## src/t2crc_pkg.sv

```systemverilog
// package for the timer 2 capture/reload counter
package t2crc_pkg;
    // ------------------------------------------------------------
    // register byte addresses
    // ------------------------------------------------------------
    localparam logic [7:0] OFF_CONTROL  = 8'h00;
    localparam logic [7:0] OFF_MODE     = 8'h04;
    localparam logic [7:0] OFF_COUNT_LO = 8'h08;
    localparam logic [7:0] OFF_COUNT_HI = 8'h0C;
    localparam logic [7:0] OFF_RELOAD_LO = 8'h10;
    localparam logic [7:0] OFF_RELOAD_HI = 8'h14;
    localparam logic [7:0] OFF_IRQ_EN   = 8'h18;
    // ------------------------------------------------------------
    // control and mode field positions
    // ------------------------------------------------------------
    localparam int BIT_OVF    = 7;
    localparam int BIT_EXTF   = 6;
    localparam int BIT_RXCLK  = 5;
    localparam int BIT_TXCLK  = 4;
    localparam int BIT_EXEN   = 3;
    localparam int BIT_RUN    = 2;
    localparam int BIT_CNTSEL = 1;
    localparam int BIT_CAPSEL = 0;
    localparam int BIT_DOWN_COUNT_ENABLE   = 0;
    // ------------------------------------------------------------
    // reset values and timing
    // ------------------------------------------------------------
    localparam logic [7:0]  RST_CONTROL = 8'h00;
    localparam logic [15:0] RST_COUNT   = 16'h0000;
    localparam logic [15:0] CNT_MAX     = 16'hFFFF;
    localparam logic [3:0]  OSC_DIV_TMR = 4'hC;    // oscillator periods per timer tick
    localparam logic [3:0]  OSC_DIV_BAUD = 4'h2;   // oscillator periods per baud tick
    localparam logic [1:0]  RESP_OKAY   = 2'h0;
    localparam logic [1:0]  RESP_SLVERR = 2'h2;
endpackage : t2crc_pkg

```

## src/t2crc_timer.sv

```systemverilog
// timer 2 capture/reload counter with an axi4-lite register slave
// Functional notes
// - counter_select 0 counts every twelve clocks (every second in baud mode), 1 counts count_input falling edges
// - run_bit on selects reload, capture or baud mode from the select bits
// - capture mode without external_enable free runs and sets overflow_flag on wrap
// - capture mode with external_enable copies count to reload bytes on trigger fall
// - capture mode never reloads the count; counting continues through captures
// - overflow_flag and external_flag (outside up/down mode) share one interrupt when enabled
// - down_count_enable resets 0; when 1 in reload mode trigger level picks direction
// - up-only reload mode overflows past FFFF, sets overflow_flag, loads reload value
// - up-only reload mode trigger fall with external_enable reloads and sets external_flag
// - up/down mode with trigger high counts up, overflow sets flag and reloads
// - up/down mode trigger low counts down, underflow at reload value loads FFFF
// - up/down mode toggles external_flag on each wrap; no interrupt from it
// - external_flag set when trigger fall causes capture or reload with enable
// - trigger edges act only with external_enable and outside up/down mode
// - tx/rx clock selects route this timer's overflow pulses to the serial port
// - baud mode with counter_select 0 counts every second clock and reloads on each rollover
// - baud rollover sets no overflow_flag; trigger fall sets external_flag only
`timescale 1ns/100ps
module t2crc_timer
    import t2crc_pkg::*;
(
    // clock and reset
    input  wire logic        aclk,
    input  wire logic        aresetn,
    // axi4-lite write address and data
    input  wire logic [7:0]  s_axi_awaddr,
    input  wire logic        s_axi_awvalid,
    output logic             s_axi_awready,
    input  wire logic [31:0] s_axi_wdata,
    input  wire logic [3:0]  s_axi_wstrb,
    input  wire logic        s_axi_wvalid,
    output logic             s_axi_wready,
    // axi4-lite write response
    output logic [1:0]       s_axi_bresp,
    output logic             s_axi_bvalid,
    input  wire logic        s_axi_bready,
    // axi4-lite read
    input  wire logic [7:0]  s_axi_araddr,
    input  wire logic        s_axi_arvalid,
    output logic             s_axi_arready,
    output logic [31:0]      s_axi_rdata,
    output logic [1:0]       s_axi_rresp,
    output logic             s_axi_rvalid,
    input  wire logic        s_axi_rready,
    // external pins
    input  wire logic        count_input,
    input  wire logic        trigger_input,
    // serial baud pulses and interrupt
    output logic             tx_baud_tick,
    output logic             rx_baud_tick,
    output logic             timer_irq
);
    // ------------------------------------------------------------
    // helpers
    // ------------------------------------------------------------
    function automatic logic [31:0] byte_word(input logic [7:0] b);
        byte_word = {24'h0000_00, b};
    endfunction : byte_word

    function automatic logic wr_low(input logic [3:0] strb);
        wr_low = strb[0];
    endfunction : wr_low

    // ------------------------------------------------------------
    // pin synchronisers and edge detect
    // ------------------------------------------------------------
    logic [2:0] trig_sync_q, trig_sync_d;
    logic [2:0] cnt_sync_q, cnt_sync_d;
    logic       trig_fall, cnt_fall, trig_level;

    // two stages, third holds previous sample
    always_comb begin
        trig_sync_d = {trig_sync_q[1:0], trigger_input};
        cnt_sync_d  = {cnt_sync_q[1:0], count_input};
    end

    always_ff @(posedge aclk) begin
        if (!aresetn) begin
            trig_sync_q <= 3'h7;
            cnt_sync_q  <= 3'h7;
        end else begin
            trig_sync_q <= trig_sync_d;
            cnt_sync_q  <= cnt_sync_d;
        end
    end

    assign trig_fall  = trig_sync_q[2] & ~trig_sync_q[1];
    assign cnt_fall   = cnt_sync_q[2] & ~cnt_sync_q[1];
    assign trig_level = trig_sync_q[1];

    // ------------------------------------------------------------
    // registers
    // ------------------------------------------------------------
    logic [7:0]  ctrl_q, ctrl_d;
    logic        down_count_enable_q, down_count_enable_d;
    logic        irq_en_q, irq_en_d;
    logic [15:0] count_q, count_d;
    logic [15:0] reload_q, reload_d;
    logic [3:0]  pre_q, pre_d;
    logic        tx_tick_q, tx_tick_d, rx_tick_q, rx_tick_d, irq_q, irq_d;

    // bus write strobes
    logic        wr_fire;
    logic [7:0]  wr_addr;
    logic [7:0]  wr_byte;

    // mode decode
    logic baud_mode, cap_mode, rel_mode, updown, tick, ext_evt, wrap_up, wrap_dn;

    always_comb begin
        baud_mode = ctrl_q[BIT_RXCLK] | ctrl_q[BIT_TXCLK];
        cap_mode  = ~baud_mode & ctrl_q[BIT_CAPSEL];
        rel_mode  = ~baud_mode & ~ctrl_q[BIT_CAPSEL];
        updown    = rel_mode & down_count_enable_q;
        ext_evt   = trig_fall & ctrl_q[BIT_EXEN];
        if (ctrl_q[BIT_CNTSEL])
            tick = cnt_fall;
        else if (baud_mode)
            tick = (pre_q == OSC_DIV_BAUD - 4'h1);
        else
            tick = (pre_q == OSC_DIV_TMR - 4'h1);
        tick    = tick & ctrl_q[BIT_RUN];
        wrap_dn = updown & ~trig_level & (count_q == reload_q);
        wrap_up = (~updown | trig_level) & (count_q == CNT_MAX);
    end

    // counter, flags and control next state
    always_comb begin
        ctrl_d    = ctrl_q;
        down_count_enable_d    = down_count_enable_q;
        irq_en_d  = irq_en_q;
        count_d   = count_q;
        reload_d  = reload_q;
        pre_d     = pre_q;
        tx_tick_d = 1'b0;
        rx_tick_d = 1'b0;
        // software writes first so hardware events win
        if (wr_fire) begin
            unique case (wr_addr)
                OFF_CONTROL:   ctrl_d = wr_byte;
                OFF_MODE:      down_count_enable_d = wr_byte[BIT_DOWN_COUNT_ENABLE];
                OFF_COUNT_LO:  count_d[7:0] = wr_byte;
                OFF_COUNT_HI:  count_d[15:8] = wr_byte;
                OFF_RELOAD_LO: reload_d[7:0] = wr_byte;
                OFF_RELOAD_HI: reload_d[15:8] = wr_byte;
                OFF_IRQ_EN:    irq_en_d = wr_byte[0];
                default:       ;
            endcase
        end
        // prescaler free runs while the timer runs, on either clock source
        if (!ctrl_q[BIT_RUN] || tick)
            pre_d = 4'h0;
        else
            pre_d = pre_q + 4'h1;
        if (tick) begin
            if (updown && !trig_level) begin
                if (wrap_dn) begin
                    count_d = CNT_MAX;
                    ctrl_d[BIT_OVF]  = 1'b1;
                    ctrl_d[BIT_EXTF] = ~ctrl_q[BIT_EXTF];
                end else
                    count_d = count_q - 16'h0001;
            end else if (wrap_up) begin
                if (cap_mode)
                    count_d = 16'h0000;
                else
                    count_d = reload_q;
                if (baud_mode) begin
                    tx_tick_d = ctrl_q[BIT_TXCLK];
                    rx_tick_d = ctrl_q[BIT_RXCLK];
                end else
                    ctrl_d[BIT_OVF] = 1'b1;
                if (updown)
                    ctrl_d[BIT_EXTF] = ~ctrl_q[BIT_EXTF];
            end else
                count_d = count_q + 16'h0001;
        end
        // trigger events outside up/down mode
        if (ext_evt && !updown) begin
            ctrl_d[BIT_EXTF] = 1'b1;
            if (cap_mode)
                reload_d = count_q;
            else if (rel_mode)
                count_d = reload_q;
        end
    end

    assign irq_d = irq_en_q & (ctrl_d[BIT_OVF] | (ctrl_d[BIT_EXTF] & ~updown));

    always_ff @(posedge aclk) begin
        if (!aresetn) begin
            ctrl_q    <= RST_CONTROL;
            down_count_enable_q    <= 1'b0;
            irq_en_q  <= 1'b0;
            count_q   <= RST_COUNT;
            reload_q  <= RST_COUNT;
            pre_q     <= 4'h0;
            tx_tick_q <= 1'b0;
            rx_tick_q <= 1'b0;
            irq_q     <= 1'b0;
        end else begin
            ctrl_q    <= ctrl_d;
            down_count_enable_q    <= down_count_enable_d;
            irq_en_q  <= irq_en_d;
            count_q   <= count_d;
            reload_q  <= reload_d;
            pre_q     <= pre_d;
            tx_tick_q <= tx_tick_d;
            rx_tick_q <= rx_tick_d;
            irq_q     <= irq_d;
        end
    end

    assign tx_baud_tick = tx_tick_q;
    assign rx_baud_tick = rx_tick_q;
    assign timer_irq    = irq_q;

    // ------------------------------------------------------------
    // axi4-lite write channel
    // ------------------------------------------------------------
    logic       aw_got_q, aw_got_d, w_got_q, w_got_d, bvalid_q, bvalid_d;
    logic [7:0] aw_q, aw_d, wd_q, wd_d;
    logic       wen_q, wen_d;
    logic [1:0] bresp_q, bresp_d;

    always_comb begin
        aw_got_d = aw_got_q;
        w_got_d  = w_got_q;
        aw_d     = aw_q;
        wd_d     = wd_q;
        wen_d    = wen_q;
        bvalid_d = bvalid_q;
        bresp_d  = bresp_q;
        if (s_axi_awvalid && !aw_got_q) begin
            aw_got_d = 1'b1;
            aw_d     = s_axi_awaddr;
        end
        if (s_axi_wvalid && !w_got_q) begin
            w_got_d = 1'b1;
            wd_d    = s_axi_wdata[7:0];
            wen_d   = wr_low(s_axi_wstrb);
        end
        if (aw_got_q && w_got_q && !bvalid_q) begin
            aw_got_d = 1'b0;
            w_got_d  = 1'b0;
            bvalid_d = 1'b1;
            bresp_d  = (aw_q <= OFF_IRQ_EN && aw_q[1:0] == 2'h0) ? RESP_OKAY : RESP_SLVERR;
        end else if (bvalid_q && s_axi_bready)
            bvalid_d = 1'b0;
    end

    assign wr_fire = aw_got_q & w_got_q & ~bvalid_q & wen_q;
    assign wr_addr = aw_q;
    assign wr_byte = wd_q;

    always_ff @(posedge aclk) begin
        if (!aresetn) begin
            aw_got_q <= 1'b0;
            w_got_q  <= 1'b0;
            aw_q     <= 8'h00;
            wd_q     <= 8'h00;
            wen_q    <= 1'b0;
            bvalid_q <= 1'b0;
            bresp_q  <= RESP_OKAY;
        end else begin
            aw_got_q <= aw_got_d;
            w_got_q  <= w_got_d;
            aw_q     <= aw_d;
            wd_q     <= wd_d;
            wen_q    <= wen_d;
            bvalid_q <= bvalid_d;
            bresp_q  <= bresp_d;
        end
    end

    assign s_axi_awready = ~aw_got_q;
    assign s_axi_wready  = ~w_got_q;
    assign s_axi_bvalid  = bvalid_q;
    assign s_axi_bresp   = bresp_q;

    // ------------------------------------------------------------
    // axi4-lite read channel
    // ------------------------------------------------------------
    logic        rvalid_q, rvalid_d;
    logic [31:0] rdata_q, rdata_d;
    logic [1:0]  rresp_q, rresp_d;

    always_comb begin
        rvalid_d = rvalid_q;
        rdata_d  = rdata_q;
        rresp_d  = rresp_q;
        if (s_axi_arvalid && !rvalid_q) begin
            rvalid_d = 1'b1;
            rresp_d  = RESP_OKAY;
            unique case (s_axi_araddr)
                OFF_CONTROL:   rdata_d = byte_word(ctrl_q);
                OFF_MODE:      rdata_d = byte_word({7'h00, down_count_enable_q});
                OFF_COUNT_LO:  rdata_d = byte_word(count_q[7:0]);
                OFF_COUNT_HI:  rdata_d = byte_word(count_q[15:8]);
                OFF_RELOAD_LO: rdata_d = byte_word(reload_q[7:0]);
                OFF_RELOAD_HI: rdata_d = byte_word(reload_q[15:8]);
                OFF_IRQ_EN:    rdata_d = byte_word({7'h00, irq_en_q});
                default: begin
                    rdata_d = 32'h0000_0000;
                    rresp_d = RESP_SLVERR;
                end
            endcase
        end else if (rvalid_q && s_axi_rready)
            rvalid_d = 1'b0;
    end

    always_ff @(posedge aclk) begin
        if (!aresetn) begin
            rvalid_q <= 1'b0;
            rdata_q  <= 32'h0000_0000;
            rresp_q  <= RESP_OKAY;
        end else begin
            rvalid_q <= rvalid_d;
            rdata_q  <= rdata_d;
            rresp_q  <= rresp_d;
        end
    end

    assign s_axi_arready = ~rvalid_q;
    assign s_axi_rvalid  = rvalid_q;
    assign s_axi_rdata   = rdata_q;
    assign s_axi_rresp   = rresp_q;
endmodule : t2crc_timer

```

## config.mk

```make
export PLATFORM = sky130hd
export DESIGN_NAME = t2crc_timer
export DESIGN_NICKNAME = d
export VERILOG_FILES = /design/src/t2crc_pkg.sv /design/src/t2crc_timer.sv
export SDC_FILE = /design/constraint.sdc
export NUM_CORES = 1
export LEC_CHECK = 0
export BUFFER_PORTS_ARGS = -buffer_cell sky130_fd_sc_hd__buf_2
export CAP_MARGIN = 10
export CORE_ASPECT_RATIO = 0.5
export CORE_MARGIN = 10
export CORE_UTILIZATION = 56
export CTS_BUF_LIST = sky130_fd_sc_hd__clkbuf_16
export DETAILED_ROUTE_END_ITERATION = 12
export HOLD_SLACK_MARGIN = 0.08
export PLACE_DENSITY_LB_ADDON = 0.3
export REMOVE_ABC_BUFFERS = 1
export SKIP_CTS_REPAIR_TIMING = 1
export SLEW_MARGIN = 10
export SYNTH_ARGS = -nofsm -noshare
export SYNTH_HDL_FRONTEND = slang
export SYNTH_SLANG_ARGS = --single-unit
```

## constraint.sdc

```tcl
create_clock -name aclk -period 3 [get_ports aclk]
set_clock_uncertainty 0.1 [all_clocks]
set_input_delay 0.6 -clock aclk [delete_from_list [all_inputs] [get_ports aclk]]
set_output_delay 0.6 -clock aclk [all_outputs]
set_load 0.005 [all_outputs]
```

# ---- Word level (Yosys, flattened, before mapping)
# Index checks and enable logic that the tools add are counted.
dict set report classes {
  mux 34
  addsub 3
  bitwise 31
  order_cmp 1
  n_reduce_logical 30
  eq_ne 16
}
# op n
set op_table {}
lappend op_table {{$mux 16} 12}
lappend op_table {{$pmux 8 s7} 1}
lappend op_table {{$eq 8x5->1 const B} 6}
lappend op_table {{$mux 8} 6}
lappend op_table {{$eq 8x4->1 const B} 4}
lappend op_table {{$add 16x1->16 const B} 1}
lappend op_table {{$eq 16x16->1} 1}
lappend op_table {{$eq 16x16->1 const B} 1}
lappend op_table {{$eq 8x3->1 const B} 2}
lappend op_table {{$logic_not 8->1} 2}
lappend op_table {{$sub 16x1->16 const B} 1}
lappend op_table {{$and 1x1->1} 15}
lappend op_table {{$not 1->1} 13}
lappend op_table {{$mux 2} 6}
lappend op_table {{$logic_and 1x1->1} 10}
lappend op_table {{$mux 1} 9}
lappend op_table {{$le 8x5->1 const B} 1}
lappend op_table {{$logic_not 1->1} 7}
lappend op_table {{$reduce_or 7->1} 1}
lappend op_table {{$reduce_and 2->1} 3}
lappend op_table {{$reduce_or 5->1} 1}
lappend op_table {{$add 4x1->4 const B} 1}
lappend op_table {{$eq 4x1->1 const B} 1}
lappend op_table {{$eq 4x4->1 const B} 1}
lappend op_table {{5 further kinds} 9}
dict set report totals {
  wordCells 137
  inputBits 61
  register_bits 112
}

# ---- Longest topological paths before layout
dict set report logic_depth {
  word_depth 14
  ltp_mapped 10
}

# ---- Worst setup path before layout
# Ideal clock, no wire load.
dict set report synth_path {
  kind {register -> register}
  start {reg aw_q[1]}
  end {reg ctrl_q[6]}
  period_less_slack_ns 2.485
  n_path_buf 1
  setup_ns 0.137
  path_stages_with_launch 9
  t_arrival_ns 2.248
  slack_ns 0.515
  required_time_ns 2.763
  cell_sequence {dfxtp_1 or4_4 or4_1 or3_1 buf_2 nand2_1 a21oi_1 a311oi_1 a21boi_0}
}
dict set report synth_between {
  elab_chain_len 8
}
# element line_no
set synth_lines {}
lappend synth_lines {{start, declared} t2crc_timer.sv:224} ;# logic [7:0] aw_q, aw_d, wd_q, wd_d;
lappend synth_lines {{start signal, assigned} t2crc_timer.sv:270} ;# aw_q <= aw_d;
lappend synth_lines {{$logic_not 8->1 *} t2crc_timer.sv:141} ;# unique case (wr_addr)
lappend synth_lines {{$mux 8 *} t2crc_timer.sv:141}
lappend synth_lines {{$mux 8 *} t2crc_timer.sv:140} ;# if (wr_fire) begin
lappend synth_lines {{$mux 1} t2crc_timer.sv:175} ;# if (updown)
lappend synth_lines {{$mux 2} t2crc_timer.sv:165} ;# end else if (wrap_up) begin
lappend synth_lines {{$mux 2} t2crc_timer.sv:158} ;# if (updown && !trig_level) begin
lappend synth_lines {{$mux 2 *} t2crc_timer.sv:157} ;# if (tick) begin
lappend synth_lines {{$mux 1 *} t2crc_timer.sv:181} ;# if (ext_evt && !updown) begin
lappend synth_lines {{end signal, assigned} t2crc_timer.sv:204} ;# ctrl_q <= ctrl_d;
lappend synth_lines {{end, declared} t2crc_timer.sv:96} ;# logic [7:0] ctrl_q, ctrl_d;
# Every way passes the cells marked *; elsewhere a longest branch is shown, timed or not.
# A chain may end at the register's enable or synchronous reset.

# ---- Worst setup path after layout
# Ends and elaborated chain as after synthesis.

==> reports/results.txt <==
outcome: finished, final reports clean
fin area: 6010 um2
Mean Syn Cell Area: 8.09 um2
area grow syn2layout: 12.5%
Max-Cap Viols: 0
Worst-path clk slew: 0.07 ns
Clock Tree Root: clkbuf_16
worst-margin pin slew: 0.885 ns
Hold Crit Class: flop to flop
Starting Density: 0.570
fmax: 371 MHz
post-placement cell area: 5680 um2
final worst path period need: 2.70 ns
R2R setup slack: 0.30 ns
Routed Antenna Nets: 0
pre-CTS WS: 0.320 ns
Data arrival, critical path: 2.82 ns
Critical Path Sink Type: flop
routed vias: 5090
Wirelength per Cell: 19.7 um
clock sink total: 86
die width: 158 um
port bufs: 51
core area: 9380 um2
CTS Buf Count: 9
synth unique cells: 62
Peak VDD IR: 0.245 mV
htree depth: 3
DR WL met2: 6580 um
EDFF count, synth: 0
unrepaired setup endpoints after global routing: no
crit path from: aw_q[1]
global route overflow: 0
#FFs+latches synth: 86
Cells after Synth: 661
# placed instances: 811
highest net fanout along the worst path: 8
First DRT Iteration DRCs: 751
top sig layer: met4
Design Power: 2.60 mW
pwr/cell area: 432 nW/um2
YS warnings: 0
Tcrit/Tclk final: 0.899
die area: 14100 um2
Final Non-Filler Cells: 827
Max Slew Vio Count: 0
Leakage: 2.82 nW
Final WS setup: 0.304 ns
via/cell ratio: 6.15
WS Path Type: flop to flop
Critical Path RT: 3.12 ns
vias in the first global route: 4773
end of the critical path: ctrl_q[6]
ys async rst share: 0
drt pass-1 iters: 6
CTS tree: done
M1 WL: 6990 um
Worst R2R Start: aw_q[1]
Startpoint Class: flop
Post-layout nets: 765
Sum Neg Setup Slack: 0 ns
GRT Util Overall: 0.231
global-route wire length before repair: 25600 um
Worst Reg2Reg Path Length in Cells: 7
slowest CP cell: or4_4
count of final hold-check violations: 0
delay of the slowest critical-path stage: 0.58 ns
Mapped Area: 5350 um2
FP Rows: 25
Die Y: 89.1 um
post-DP HPWL: 11700 um
final setup vio count: 0
met3 WL: 2350 um
Routed WL: 16300 um
antenna violations before repair: 0
Rel. slew slack: 0.409
Reg-to-Reg End: ctrl_q[6]
largest net degree at the start of global routing: 73
DRC: 0
diodes inserted: 0
top_reg_cell synth: dfxtp_1
Final Wtd Congestion: 0.957
cells along the critical path: or4_4 > or4_1 > or3_1 > nand2_1 > a21oi_1 > a311oi_1 > a21boi_0
fraction of layout instances using a drive strength above 1: 0.152
number of placed I/O pins: 105
clk_lat worst skew: 0.35 ns
Seq/Total Area, Yosys: 0.322
worst-case clock buffer depth: 2
## stage by stage
step / util / hold slack (ns)
2_1_floorplan: - / 0.286
3_3_place_gp: 0.606 / 0.290
3_5_place_dp: 0.606 / 0.295
4_1_cts: 0.641 / 0.311
5_1_grt: 0.641 / 0.320
6_report: 0.641 / 0.308
## cell families (layout without fill, tap and decap cells)
family / after synthesis / count (layout) / synth area share
buffers and inverters: 84 / 104 / 0.0793
other: 1 / 26 / 0.000701
flip-flops: 86 / 86 / 0.322
AND/OR/NAND/NOR: 263 / 263 / 0.247
adder cells (fa/ha/maj): 3 / 3 / 0.00702
AO/OA/AOI/OAI: 133 / 133 / 0.180
multiplexers: 48 / 48 / 0.0938
XOR/XNOR: 43 / 43 / 0.0704
## report_power, final
part | leakage (nW) | internal (mW) | switching [mW]
clock network | 0.157 | 0.741 | 0.518
registers | 0.698 | 1.16 | 0.0339
logic | 1.97 | 0.0596 | 0.0821
## critical path, delay by kind of cell, from the launching register on
kind / cells / cell delay [ns]
AO/OA/AOI/OAI: 3 / 0.47
flip-flops: 1 / 0.31
AND/OR/NAND/NOR: 4 / 1.69
## registers in the layout, indices dropped and copies added (netlist names), 3 cells and up
| name | cells |
|---|---|
| ctrl_q | 8 |
| pre_q | 4 |
| count_q | 16 |
| cnt_sync_q | 3 |
| s_axi_rdata | 8 |
| wd_q | 8 |
| reload_q | 16 |
| trig_sync_q | 3 |
| aw_q | 8 |
## synthesized netlist by cell type, drive strengths merged, types with 3 or more instances
library cell | count | area, um2
or3 | 4 | 25.0
buf | 38 | 251
mux2 | 4 | 48.8
dfxtp | 86 | 1720
inv | 11 | 41.3
a221oi | 7 | 61.3
a21boi | 19 | 143
clkbuf | 35 | 131
nand2 | 96 | 360
and2 | 15 | 93.8
nand3 | 24 | 120
o21ai | 26 | 130
nor2 | 50 | 188
mux2i | 43 | 430
nand4 | 4 | 25.0
a311oi | 3 | 26.3
or4 | 5 | 41.3
a211oi | 7 | 52.6
nor3 | 8 | 40.0
nand2b | 10 | 62.6
o211ai | 4 | 30.0
a221o | 4 | 40.0
a31oi | 7 | 43.8
a21oi | 20 | 100
ha | 3 | 37.5
and3b | 3 | 26.3
nor4 | 11 | 98.8
xor2 | 29 | 254
or2 | 3 | 18.8
nor2b | 13 | 81.3
a22o | 8 | 71.3
and3 | 5 | 31.3
xnor2 | 14 | 123
o211a | 17 | 170
## placed cells by master, fill, tap and decap left out, types with 20 or more instances in the layout
master / n
buf_2: 51
buf_4: 24
o21ai_0: 25
a21oi_1: 20
conb_1: 26
dfxtp_1: 86
nand3_1: 24
mux2i_1: 43
nor2_1: 50
nand2_1: 96
xor2_1: 29
## layer usage
layer,vias to the layer above,global-route usage
met5,-,0
met4,0,0.0660
met3,36,0.0860
met2,325,0.349
met1,2375,0.303
li1,2354,-
## area by class of cell
cell class              count  area (um2)
clock buffers               9         225
clock inverters             7         103
fillers                   809        3370
inverters                  11        41.3
multi-input cells         516        3290
flip-flops and latches     86        1720
well taps                 121         151
repair buffers             77         475
## worst min-delay path by stage
stage                   start             end  slack [ns]  depth (start not counted)
2_1_floorplan   cnt_sync_q[0]   cnt_sync_q[1]        0.29                          1
3_3_place_gp    cnt_sync_q[0]   cnt_sync_q[1]        0.29                          1
3_5_place_dp   trig_sync_q[0]  trig_sync_q[1]        0.29                          1
4_1_cts        trig_sync_q[0]  trig_sync_q[1]        0.31                          1
5_1_grt        trig_sync_q[0]  trig_sync_q[1]        0.32                          1
6_report       trig_sync_q[0]  trig_sync_q[1]        0.31                          1
(Power assumes the default switching activity.)
